[src/include/sib_pkg.sv]
`default_nettype none
package sib_pkg;
    localparam int SIB_AW = 16;
    localparam logic [15:0] SIB_NP_BASE = 16'h4000;
    localparam logic [15:0] SIB_NP_LIMIT = 16'h7FFF;
    localparam logic [15:0] SIB_MISC_BASE = 16'h7F00;
    localparam logic [15:0] SIB_MISC_LIMIT = 16'h7F0F;
    localparam logic [15:0] SIB_IFCTL_BASE = 16'h7E00;
    localparam logic [15:0] SIB_IFCTL_LIMIT = 16'h7EFF;
    localparam int SIB_VER_W = 16;
    localparam int SIB_IF_UART = 0;
    localparam int SIB_IF_SPI = 1;
    localparam logic [2:0] SIB_OWN_RESET = 3'h0;
    localparam logic [1:0] SIB_LVL_1 = 2'h1;
    localparam logic [1:0] SIB_LVL_2 = 2'h2;
    localparam logic [1:0] SIB_LVL_3 = 2'h3;
    // Cipher modes.
    localparam logic SIB_MODE_XTS = 1'b0;
    localparam logic SIB_MODE_CTR = 1'b1;
    typedef enum {SIB_ST_RESET, SIB_ST_SEC_BOOT, SIB_ST_ISP, SIB_ST_APP_BOOT} sib_state_t;
endpackage
`default_nettype wire

[src/include/sib_xip_if.sv]
`default_nettype none
interface sib_xip_if;
    logic valid;
    logic [31:0] addr;
    logic [127:0] cipher;
    logic mode;
    logic [127:0] key;
    logic out_valid;
    logic [127:0] plain;
    modport master (output valid, addr, cipher, mode, key, input out_valid, plain);
    modport engine (input valid, addr, cipher, mode, key, output out_valid, plain);
endinterface
`default_nettype wire

[src/rtl/sib_xip_decrypt.sv]
`default_nettype none
module sib_xip_decrypt (
    input wire logic sys_clk,
    input wire logic rst_n,
    sib_xip_if.engine xp
);
    import sib_pkg::*;

    logic out_valid_reg;
    logic out_valid_next;
    logic [127:0] plain_reg;
    logic [127:0] plain_next;

    function automatic logic [127:0] sib_tweak(input logic [31:0] a, input logic [127:0] k);
        sib_tweak = {k[127:32], k[31:0] ^ a} ^ {k[63:0], k[127:64]};
    endfunction

    // ----------
    // Keystream combine, one block per request.
    // ----------
    always_comb begin
        out_valid_next = xp.valid;
        plain_next = plain_reg;
        if (xp.valid) begin
            if (xp.mode == SIB_MODE_CTR) begin
                plain_next = xp.cipher ^ sib_tweak(xp.addr, xp.key);
            end else begin
                plain_next = {xp.cipher[63:0], xp.cipher[127:64]} ^ sib_tweak(xp.addr, xp.key);
            end
        end
    end

    always_ff @(posedge sys_clk or negedge rst_n) begin
        if (!rst_n) begin
            out_valid_reg <= 1'b0;
            plain_reg <= 128'h0000_0000_0000_0000_0000_0000_0000_0000;
        end else begin
            out_valid_reg <= out_valid_next;
            plain_reg <= plain_next;
        end
    end

    assign xp.out_valid = out_valid_reg;
    assign xp.plain = plain_reg;
endmodule // sib_xip_decrypt
`default_nettype wire

[src/rtl/sib_isp_detect.sv]
`default_nettype none
module sib_isp_detect (
    input wire logic sys_clk,
    input wire logic rst_n,
    input wire logic arm,
    input wire logic [2:0] activity,
    output logic locked,
    output logic [2:0] winner
);
    import sib_pkg::*;

    logic locked_reg;
    logic locked_next;
    logic [2:0] winner_reg;
    logic [2:0] winner_next;

    // ----------
    // First active interface wins the session.
    // ----------
    always_comb begin
        locked_next = locked_reg;
        winner_next = winner_reg;
        if (!arm) begin
            locked_next = 1'b0;
            winner_next = 3'h0;
        end else if (!locked_reg && (activity != 3'h0)) begin
            locked_next = 1'b1;
            if (activity[SIB_IF_UART]) begin
                winner_next = 3'h1;
            end else if (activity[SIB_IF_SPI]) begin
                winner_next = 3'h2;
            end else begin
                winner_next = 3'h4;
            end
        end
    end

    always_ff @(posedge sys_clk or negedge rst_n) begin
        if (!rst_n) begin
            locked_reg <= 1'b0;
            winner_reg <= 3'h0;
        end else begin
            locked_reg <= locked_next;
            winner_reg <= winner_next;
        end
    end

    assign locked = locked_reg;
    assign winner = winner_reg;
endmodule // sib_isp_detect
`default_nettype wire

[src/rtl/sib_secure_isolation_boot_policy.sv]
// What this block does
// - Isolation on: block application core accesses to the network processor itself.
// - Isolation on: refuse network processor space except boot command registers.
// - Isolation on: deny peripherals and hosts network processor register access.
// - Isolation enabled only by a programmed fuse bit; clear means off.
// - Isolation on: host writes cannot reconfigure network processor owned interfaces.
// - Isolation on: each programming interface has exactly one owner core.
// - Isolation on: default owners come from boot record configuration.
// - Every reset starts security boot; application boot only after it completes.
// - Pin, power-on, watchdog, blackout, core request, wake-up all enter boot.
// - Rollback protection: accept image only when version is not lower.
// - Level 1 never writable; levels 2 and 3 writable by boot stage only.
// - Application software cannot change protection levels after manufacturing.
// - Host image replaces stored image only after authenticity and integrity pass.
// - Programming mode watches all three interfaces and takes the first active.
// - In-place code decrypted inline with device keys, XTS or CTR.
`default_nettype none
module sib_secure_isolation_boot_policy (
    // Clock and reset
    input wire logic sys_clk,
    input wire logic rst_n,
    // Reset and wake sources, programming strap
    input wire logic power_on_trigger,
    input wire logic watchdog_reset,
    input wire logic blackout_trip,
    input wire logic core_reset_request,
    input wire logic sleep_wakeup,
    input wire logic debug_data_out_pin,
    // Fuse and boot record configuration
    input wire logic otp_isolation_bit,
    input wire logic otp_rollback_enable,
    input wire logic [2:0] boot_record_config,
    input wire logic [sib_pkg::SIB_VER_W-1:0] installed_version,
    // Security boot stage firmware
    input wire logic sec_boot_done,
    // Application core bus request
    input wire logic app_req,
    input wire logic app_we,
    input wire logic [sib_pkg::SIB_AW-1:0] app_addr,
    input wire logic app_target_np_core,
    // External peripheral and host bus request
    input wire logic ext_req,
    input wire logic ext_we,
    input wire logic [sib_pkg::SIB_AW-1:0] ext_addr,
    // Runtime ownership writes
    input wire logic own_wr,
    input wire logic [2:0] own_wdata,
    // Programming interface activity
    input wire logic [2:0] isp_activity,
    // Flash write request
    input wire logic flash_wr_req,
    input wire logic [1:0] flash_wr_level,
    input wire logic flash_wr_is_level_cfg,
    // Image update request
    input wire logic img_req,
    input wire logic [sib_pkg::SIB_VER_W-1:0] img_version,
    input wire logic img_auth_ok,
    input wire logic img_integrity_ok,
    // Execute-in-place fetch
    input wire logic xip_valid,
    input wire logic [31:0] xip_addr,
    input wire logic [127:0] xip_cipher,
    input wire logic xip_mode,
    input wire logic [127:0] device_unique_key_source,
    // Outputs
    output logic isolation_on,
    output logic in_sec_boot,
    output logic app_boot_enable,
    output logic isp_mode,
    output logic app_grant,
    output logic app_deny,
    output logic ext_grant,
    output logic ext_deny,
    output logic [2:0] np_owns_if,
    output logic [2:0] app_owns_if,
    output logic [2:0] isp_session_if,
    output logic flash_wr_grant,
    output logic flash_wr_deny,
    output logic img_accept,
    output logic img_reject,
    output logic xip_out_valid,
    output logic [127:0] xip_plain
);
    import sib_pkg::*;

    function automatic logic in_range(input logic [SIB_AW-1:0] a, input logic [SIB_AW-1:0] lo,
                                      input logic [SIB_AW-1:0] hi);
        in_range = (a >= lo) && (a <= hi);
    endfunction

    sib_state_t state_reg;
    sib_state_t state_next;
    logic iso_reg;
    logic iso_next;
    logic strap_reg;
    logic strap_next;
    logic isp_reg;
    logic isp_next;
    logic [2:0] own_reg;
    logic [2:0] own_next;
    logic app_grant_reg;
    logic app_grant_next;
    logic app_deny_reg;
    logic app_deny_next;
    logic ext_grant_reg;
    logic ext_grant_next;
    logic ext_deny_reg;
    logic ext_deny_next;
    logic fl_grant_reg;
    logic fl_grant_next;
    logic fl_deny_reg;
    logic fl_deny_next;
    logic img_acc_reg;
    logic img_acc_next;
    logic img_rej_reg;
    logic img_rej_next;
    logic boot_event;
    logic det_locked;
    logic [2:0] det_winner;

    sib_xip_if xp ();

    // ----------
    // Boot sequencing.
    // ----------
    // Boot entry sources
    assign boot_event = power_on_trigger | watchdog_reset | blackout_trip | core_reset_request | sleep_wakeup;

    always_comb begin
        state_next = state_reg;
        iso_next = iso_reg;
        strap_next = strap_reg;
        isp_next = isp_reg;
        case (state_reg)
            SIB_ST_RESET: begin
                iso_next = otp_isolation_bit;
                strap_next = ~debug_data_out_pin;
                state_next = SIB_ST_SEC_BOOT;
            end
            SIB_ST_SEC_BOOT: begin
                if (strap_reg) begin
                    isp_next = 1'b1;
                    state_next = SIB_ST_ISP;
                end else if (sec_boot_done) begin
                    state_next = SIB_ST_APP_BOOT;
                end
            end
            SIB_ST_ISP: begin
                if (sec_boot_done) begin
                    isp_next = 1'b0;
                    state_next = SIB_ST_APP_BOOT;
                end
            end
            SIB_ST_APP_BOOT: begin
                state_next = SIB_ST_APP_BOOT;
            end
            default: begin
                state_next = SIB_ST_RESET;
            end
        endcase
        if (boot_event) begin
            state_next = SIB_ST_RESET;
            isp_next = 1'b0;
        end
    end

    always_ff @(posedge sys_clk or negedge rst_n) begin
        if (!rst_n) begin
            state_reg <= SIB_ST_RESET;
            iso_reg <= 1'b0;
            strap_reg <= 1'b0;
            isp_reg <= 1'b0;
        end else begin
            state_reg <= state_next;
            iso_reg <= iso_next;
            strap_reg <= strap_next;
            isp_reg <= isp_next;
        end
    end

    // ----------
    // Interface ownership.
    // ----------
    always_comb begin
        own_next = own_reg;
        if (state_reg == SIB_ST_RESET) begin
            own_next = boot_record_config;
        end else if (own_wr && !iso_reg) begin
            own_next = own_wdata;
        end
    end

    always_ff @(posedge sys_clk or negedge rst_n) begin
        if (!rst_n) begin
            own_reg <= SIB_OWN_RESET;
        end else begin
            own_reg <= own_next;
        end
    end

    // ----------
    // Access filtering.
    // ----------
    always_comb begin
        app_grant_next = 1'b0;
        app_deny_next = 1'b0;
        ext_grant_next = 1'b0;
        ext_deny_next = 1'b0;
        if (app_req) begin
            app_grant_next = 1'b1;
            if (iso_reg) begin
                if (app_target_np_core) begin
                    app_grant_next = 1'b0;
                end else if (in_range(app_addr, SIB_NP_BASE, SIB_NP_LIMIT) &&
                             !in_range(app_addr, SIB_MISC_BASE, SIB_MISC_LIMIT)) begin
                    app_grant_next = 1'b0;
                end else if (app_we && in_range(app_addr, SIB_IFCTL_BASE, SIB_IFCTL_LIMIT)) begin
                    app_grant_next = 1'b0;
                end
            end
            app_deny_next = ~app_grant_next;
        end
        if (ext_req) begin
            ext_grant_next = ~(iso_reg && in_range(ext_addr, SIB_NP_BASE, SIB_NP_LIMIT));
            ext_deny_next = ~ext_grant_next;
        end
    end

    // ----------
    // Flash and image policy.
    // ----------
    always_comb begin
        fl_grant_next = 1'b0;
        fl_deny_next = 1'b0;
        img_acc_next = 1'b0;
        img_rej_next = 1'b0;
        if (flash_wr_req) begin
            if (flash_wr_is_level_cfg) begin
                fl_grant_next = 1'b0;
            end else if (flash_wr_level == SIB_LVL_1) begin
                fl_grant_next = 1'b0;
            // Levels 2 and 3 boot only
            end else if (flash_wr_level == SIB_LVL_2 || flash_wr_level == SIB_LVL_3) begin
                fl_grant_next = (state_reg == SIB_ST_SEC_BOOT) || (state_reg == SIB_ST_ISP);
            end else begin
                fl_grant_next = 1'b1;
            end
            fl_deny_next = ~fl_grant_next;
        end
        if (img_req) begin
            img_acc_next = img_auth_ok && img_integrity_ok &&
                           (!otp_rollback_enable || (img_version >= installed_version));
            img_rej_next = ~img_acc_next;
        end
    end

    always_ff @(posedge sys_clk or negedge rst_n) begin
        if (!rst_n) begin
            app_grant_reg <= 1'b0;
            app_deny_reg <= 1'b0;
            ext_grant_reg <= 1'b0;
            ext_deny_reg <= 1'b0;
            fl_grant_reg <= 1'b0;
            fl_deny_reg <= 1'b0;
            img_acc_reg <= 1'b0;
            img_rej_reg <= 1'b0;
        end else begin
            app_grant_reg <= app_grant_next;
            app_deny_reg <= app_deny_next;
            ext_grant_reg <= ext_grant_next;
            ext_deny_reg <= ext_deny_next;
            fl_grant_reg <= fl_grant_next;
            fl_deny_reg <= fl_deny_next;
            img_acc_reg <= img_acc_next;
            img_rej_reg <= img_rej_next;
        end
    end

    // ----------
    // Programming interface detection.
    // ----------
    // First active interface
    sib_isp_detect u_detect (
        .sys_clk(sys_clk),
        .rst_n(rst_n),
        .arm(isp_reg),
        .activity(isp_activity),
        .locked(det_locked),
        .winner(det_winner)
    );

    // ----------
    // Inline decryption.
    // ----------
    // Device key decryption
    assign xp.valid = xip_valid;
    assign xp.addr = xip_addr;
    assign xp.cipher = xip_cipher;
    assign xp.mode = xip_mode;
    assign xp.key = device_unique_key_source;

    sib_xip_decrypt u_xip (
        .sys_clk(sys_clk),
        .rst_n(rst_n),
        .xp(xp)
    );

    // ----------
    // Outputs.
    // ----------
    assign isolation_on = iso_reg;
    assign in_sec_boot = (state_reg == SIB_ST_SEC_BOOT) || (state_reg == SIB_ST_ISP);
    assign app_boot_enable = (state_reg == SIB_ST_APP_BOOT);
    assign isp_mode = isp_reg;
    assign app_grant = app_grant_reg;
    assign app_deny = app_deny_reg;
    assign ext_grant = ext_grant_reg;
    assign ext_deny = ext_deny_reg;
    assign np_owns_if = ~own_reg;
    assign app_owns_if = own_reg;
    assign isp_session_if = det_locked ? det_winner : 3'h0;
    assign flash_wr_grant = fl_grant_reg;
    assign flash_wr_deny = fl_deny_reg;
    assign img_accept = img_acc_reg;
    assign img_reject = img_rej_reg;
    assign xip_out_valid = xp.out_valid;
    assign xip_plain = xp.plain;
endmodule // sib_secure_isolation_boot_policy
`default_nettype wire

[config.mk]
export PLATFORM = sky130hd
export DESIGN_NAME = sib_secure_isolation_boot_policy
export DESIGN_NICKNAME = d
export VERILOG_FILES = /design/src/include/sib_pkg.sv /design/src/include/sib_xip_if.sv /design/src/rtl/sib_xip_decrypt.sv /design/src/rtl/sib_isp_detect.sv /design/src/rtl/sib_secure_isolation_boot_policy.sv
export SDC_FILE = /design/constraint.sdc
export NUM_CORES = 1
export LEC_CHECK = 0
export BUFFER_PORTS_ARGS = -buffer_cell sky130_fd_sc_hd__buf_2
export CAP_MARGIN = 20
export CORE_AREA = 2 2 210 212
export CTS_BUF_LIST = sky130_fd_sc_hd__clkbuf_16
export CTS_CLUSTER_SIZE = 10
export DETAILED_ROUTE_END_ITERATION = 12
export DIE_AREA = 0 0 212 214
export PLACE_DENSITY_LB_ADDON = 0.1
export RECOVER_POWER = 50
export SYNTH_ARGS = -nofsm -noshare
export SYNTH_HDL_FRONTEND = slang
export SYNTH_SLANG_ARGS = --single-unit
[constraint.sdc]
create_clock -name sys_clk -period 1.5 [get_ports sys_clk]
set_input_delay 0.075 -clock sys_clk [delete_from_list [all_inputs] [get_ports sys_clk]]
set_output_delay 0.075 -clock sys_clk [all_outputs]
set_load 0.1 [all_outputs]
# Word level (Yosys, flattened, before mapping)
# Cells that the tools add are included.
[word_totals]
register_bits = 179
output_inout_bits = 150
wordCells = 111
[op_classes]
order_cmp = 9
n_eq_ne = 12
muxes = 35
n_bitwise = 14
reduce_logical = 24
[ops]
columns = ["cell", "count"]
rows = [
  ["$xor A128 B128 Y128", 3],
  ["$mux W128", 1],
  ["$pmux W32 S4", 1],
  ["$eq A32 B2 Y1 const B", 3],
  ["$mux W32", 3],
  ["$eq A32 B3 Y1 const B", 2],
  ["$ge A16 B15 Y1 const B", 4],
  ["$le A16 B15 Y1 const B", 4],
  ["$logic_not A32 Y1", 2],
  ["$eq A32 B1 Y1 const B", 1],
  ["$xor A32 B32 Y32", 1],
  ["$mux W1", 22],
  ["$mux W3", 7],
  ["$ge A16 B16 Y1", 1],
  ["$logic_and A1 B1 Y1", 11],
  ["$ne A3 B3 Y1 const B", 2],
  ["$reduce_bool A3 Y1", 2],
  ["$not A1 Y1", 5],
  ["$eq A2 B2 Y1 const B", 2],
  ["$logic_not A1 Y1", 4],
  ["$or A1 B1 Y1", 4],
  ["$logic_or A1 B1 Y1", 3],
  ["$not A3 Y3", 1],
  ["$reduce_and A3 Y1", 1],
  ["other kinds (4)", 4],
]

# Logic depth before layout (Yosys ltp)
[depth]
ltp_word = 10
depth_mapped = 7

# Hierarchy
# From an unflattened synthesis, not the netlist that was laid out.
[unflattened]
hier_cells = 899
area_unflattened_um2 = 10231.1
[by_module_without_submodules]
columns = ["module", "instances", "cells_per_inst", "area_each_um2", "seq_area_each_um2"]
rows = [
  ["sib_xip_decrypt", 1, 712, 8084.0, 3228.1],
  ["sib_secure_isolation_boot_policy", 1, 168, 1964.4, 1151.1],
  ["sib_isp_detect", 1, 19, 182.7, 100.1],
]

# Worst setup path before layout
# Ideal clock, no wire load.
[synth_timing]
path_kind = "register to register"
start = "register state_reg[30]"
end = "register fl_deny_reg (netlist: flash_wr_deny)"
arrival_ps = 1986
setup_slack_ps = -649
path_stages_with_launch = 6
period_less_slack_ps = 2149
cell_sequence = "dfrtp_1 nor4_1 nand4_1 nor2_1 o21a_1 a31oi_1"
[synth_between]
elab_chain_len = 8
word_cells_on_any_way = 9
classes_between = "2 x eq/ne; 5 x mux; 1 x bitwise; 1 x reduce/logical"
[synth_lines]
columns = ["element", "line", "rtl"]
rows = [
  ["start, declared", "sib_secure_isolation_boot_policy.sv:91", "sib_state_t state_reg;"],
  ["start signal, assigned", "sib_secure_isolation_boot_policy.sv:174", "state_reg <= state_next;"],
  ["$eq A32 B2 Y1 / $eq A32 B3 Y1 (equally long branches)", "-", ""],
  ["$logic_or A1 B1 Y1 (*)", "-", ""],
  ["named net in_sec_boot", "sib_secure_isolation_boot_policy.sv:67", "output logic in_sec_boot,"],
  ["$mux W1 (*)", "sib_secure_isolation_boot_policy.sv:243", "end else if (flash_wr_level == SIB_LVL_2 || flash_wr_level == SIB_LVL_3) begin"],
  ["$mux W1 (*)", "sib_secure_isolation_boot_policy.sv:240", "end else if (flash_wr_level == SIB_LVL_1) begin"],
  ["$mux W1 (*)", "sib_secure_isolation_boot_policy.sv:238", "if (flash_wr_is_level_cfg) begin"],
  ["$mux W1 (*)", "sib_secure_isolation_boot_policy.sv:237", "if (flash_wr_req) begin"],
  ["$not A1 Y1 (*)", "sib_secure_isolation_boot_policy.sv:248", "fl_deny_next = ~fl_grant_next;"],
  ["$mux W1 (*)", "sib_secure_isolation_boot_policy.sv:237", ""],
  ["named net fl_deny_next", "sib_secure_isolation_boot_policy.sv:112", "logic fl_deny_next;"],
  ["end signal, assigned", "sib_secure_isolation_boot_policy.sv:273", "fl_deny_reg <= fl_deny_next;"],
  ["end, declared", "sib_secure_isolation_boot_policy.sv:111", "logic fl_deny_reg;"],
]
# The timed path passes the listed nets; every way through them passes the cells marked *. The select of a mux whose other input is x is not followed.
# A chain may end at the register's enable or synchronous reset.

# Worst setup path after layout
[layout_timing]
start = "register state_reg[30]"
end = "output app_boot_enable"
[layout_between]
elab_chain_len = 1
[layout_lines]
columns = ["element", "line", "rtl"]
rows = [
  ["$eq A32 B3 Y1", "sib_secure_isolation_boot_policy.sv:313", "assign app_boot_enable = (state_reg == SIB_ST_APP_BOOT);"],
  ["end, declared", "sib_secure_isolation_boot_policy.sv:68", "output logic app_boot_enable,"],
]
# No other way between the ends.

==> metrics.cfg <==
[place]
place_congestion = 0.7867
io_buffers = 516
dpl.cell_count = 2058
preCtsSetupSlack_ns = -0.2353
dp_hpwl_mm = 27.71

[cells_and_area]
syn_to_final_growth_pct = 48.91
fin_nets = 1942
largest_reg_flops = 128
stdcell_count = 2143
drive_gt1_share_pct = 41.49

[sta]
setup-tns-final_ns = -7.669
setup_violations = 62
relSlewSlack_pct = 7.812
clock.fmax_mhz = 507.8
finalCritPeriodShare_pct = 131.3
setup_ws_ns = -0.4694
finalClockSkew_ns = 0.007873
hold_violations = 0
layout_min_cycle_time_ns = 1.969
report.final.slew_viol_count = 0
grt_setup_unrepaired = yes
max_slew.worst_pin.slew_ns = 1.383

[route]
dr.pass1.iters = 4
drt_iter0_markers = 208
vias = 8658
drt-total-wl_mm = 34.15
wl_per_cell_microns = 15.94
drc = 0
antenna_left = 0
viasPerCell = 4.040

[clock_network]
cts-root-buf = clkbuf_16
insertion_delay_ns = 0.43
cts_tree = done
htree_levels = 4
numCtsBuffers = 17
clock-sinks = 179
cts_buffer_depth = 2
cts.clk_slew.worst_paths_ns = 0.07

[yosys]
synth_cells = 931
ys_ff_latch = 179
synthTopCellsByCount = xnor2_1, dfrtp_1, mux2i_1
syn_area_sq_um = 9972
synth_warnings = 0
synth_top_area_share_pct = 44.92
yosys.area.top_type = dfrtp_1
yosysSeqAreaShare_pct = 44.92
synth-edff-count = 0
async_flop_share_pct = 100.0
synth_area_per_cell_sq_um = 10.71
synthTopCellsByArea = dfrtp_1, xnor2_1, mux2i_1, a21oi_1, nor2_1
synth_cell_type_count = 39
yosysMostFrequentCell = xnor2_1
synth_ff_type = dfrtp_1

[worst_setup_path]
critPathKind = reg2out
cp.arrival_ns = 1.89
crit_chain = nor4_4, nand4_1, nor2_4, and3_4, buf_12
slowest_delay_ns = 0.40
cp-end-kind = primary output
cp_max_fo = 3
crit_cells = 5
critical-path-top-delay-family = simple AND/OR/NAND/NOR gates
required_ns = 1.42
crit_path_top_delay_cell = dfrtp_1
reg2regPathDepth = 5
start_kind = register
cp_num_buf_inv = 1

[floorplan]
dieArea_sq_um = 45370
ioPinCount = 537
die_w_microns = 212
core_area_sq_um = 42890
die_h_microns = 214
start_util_pct = 23.25
num_rows = 76

[power]
power.leakage_nw = 7.002
power_density_nw_per_um2 = 1365
ir_drop_v = 0.0006728

[hold_path]
hold_path_class = in2reg
worstHoldPathCells = 4

[grt]
grt_overflow_total = 0
grt_pass1_vias = 9039
grt_pass1_wl_mm = 51.32
grt_max_degree = 61
grt_usage_pct = 14.90
antenna_found_initial = 6

[run]
drv_cap = 0

[status]
violations = setup timing
status = complete, but fails checks

## tightest hold or removal path, stage by stage
cell and delay, ns:
buf_2 0.08, mux2i_1 0.07, xnor2_1 0.14, a21oi_1 0.06
## layout make-up
class | count | area [sq um]
Multi-Input combinational cell | 714 | 5425
Sequential cell | 179 | 4484
Fill cell | 4523 | 28040
Antenna cell | 6 | 15.01
Timing Repair Buffer | 599 | 3438
Inverter | 28 | 116.4
Clock inverter | 15 | 212.7
Clock buffer | 17 | 425.4
Tap cell | 585 | 732.0
## placed cells by master, fill, tap and decap left out, drive strengths merged, types with 8 or more instances in the layout
master | synthesis | layout
conb | 1 | 30
dlygate4sd3 | 0 | 41
mux2i | 131 | 131
nor4 | 8 | 8
nand2 | 10 | 10
ha | 16 | 16
a21oi | 103 | 103
clkbuf | 25 | 26
buf | 14 | 549
inv | 28 | 28
o21ai | 10 | 10
nor2 | 108 | 108
dfrtp | 179 | 179
xnor2 | 224 | 224
mux2 | 33 | 33
## power breakdown
part | switching, mW | internal [mW] | leakage, nW
registers | 0.376 | 5.56 | 2.06
clock network | 2.00 | 2.95 | 0.315
logic | 7.25 | 2.14 | 4.63
## worst paths after layout
kind	from	slack (ns)	endpoint
min in group asynchronous	rst_n	0.49	u_xip.xp.plain[38]$_DFFE_PN0P_
max reg2reg	state_reg[7]$_DFF_PN0_	-0.31	isolation_on$_DFFE_PN0P_
max in group asynchronous	rst_n	0.01	u_xip.xp.plain[66]$_DFFE_PN0P_
min reg2reg	u_xip.xp.plain[3]$_DFFE_PN0P_	0.50	u_xip.xp.plain[3]$_DFFE_PN0P_
max	state_reg[30]$_DFF_PN0_	-0.47	app_boot_enable
min	xip_cipher[101]	0.03	u_xip.xp.plain[37]$_DFFE_PN0P_
## repair_timing
action | CTS | global route
hold endpoints to repair | 207 | 0
gates resized for setup | 15 | 12
gates cloned | 0 | 0
buffers inserted | 4 | 2
hold buffers | 41 | 0
setup endpoints to repair | 15 | 13
pin swaps | 9 | 4
## cells by family (layout without fill, tap and decap cells)
kind of cell               Yosys count  in the layout  synth area share, %
DFF                                179            179                44.92
AOI/OAI and AO/OA                  132            132                7.139
buffers and inverters               67            659                2.698
adders and majority gates           16             16                2.008
muxes                              164            164                16.91
xor gates and xnor gates           224            224                19.67
and+or+nand+nor                    148            148                6.612
other                                1             36              0.03761
## per-layer routing
layer / global-route usage (%) / up-vias / share of wire (%)
met2: 26.54 / 298 / 51
li1: - / 4344 / -
met4: 4.789 / 0 / 1.9
met3: 4.603 / 29 / 7.3
met1: 16.80 / 3987 / 40
met5: 0 / - / 0
## per-stage QoR
stage / util (%) / power (mW) / hold WS, ns / area [sq um]
after floorplan: - / 13.16 / -0.2206 / 10110
after global placement: 31.94 / 15.41 / -0.03457 / 13700
after detailed placement: 31.94 / 15.43 / -0.03607 / 13700
after CTS: 34.58 / 20.63 / 0.001326 / 14830
after global routing: 34.61 / 21.21 / 0.02455 / 14840
final: 34.62 / 20.28 / 0.02897 / 14850
No activity file was read; power rests on OpenSTA's default activity.
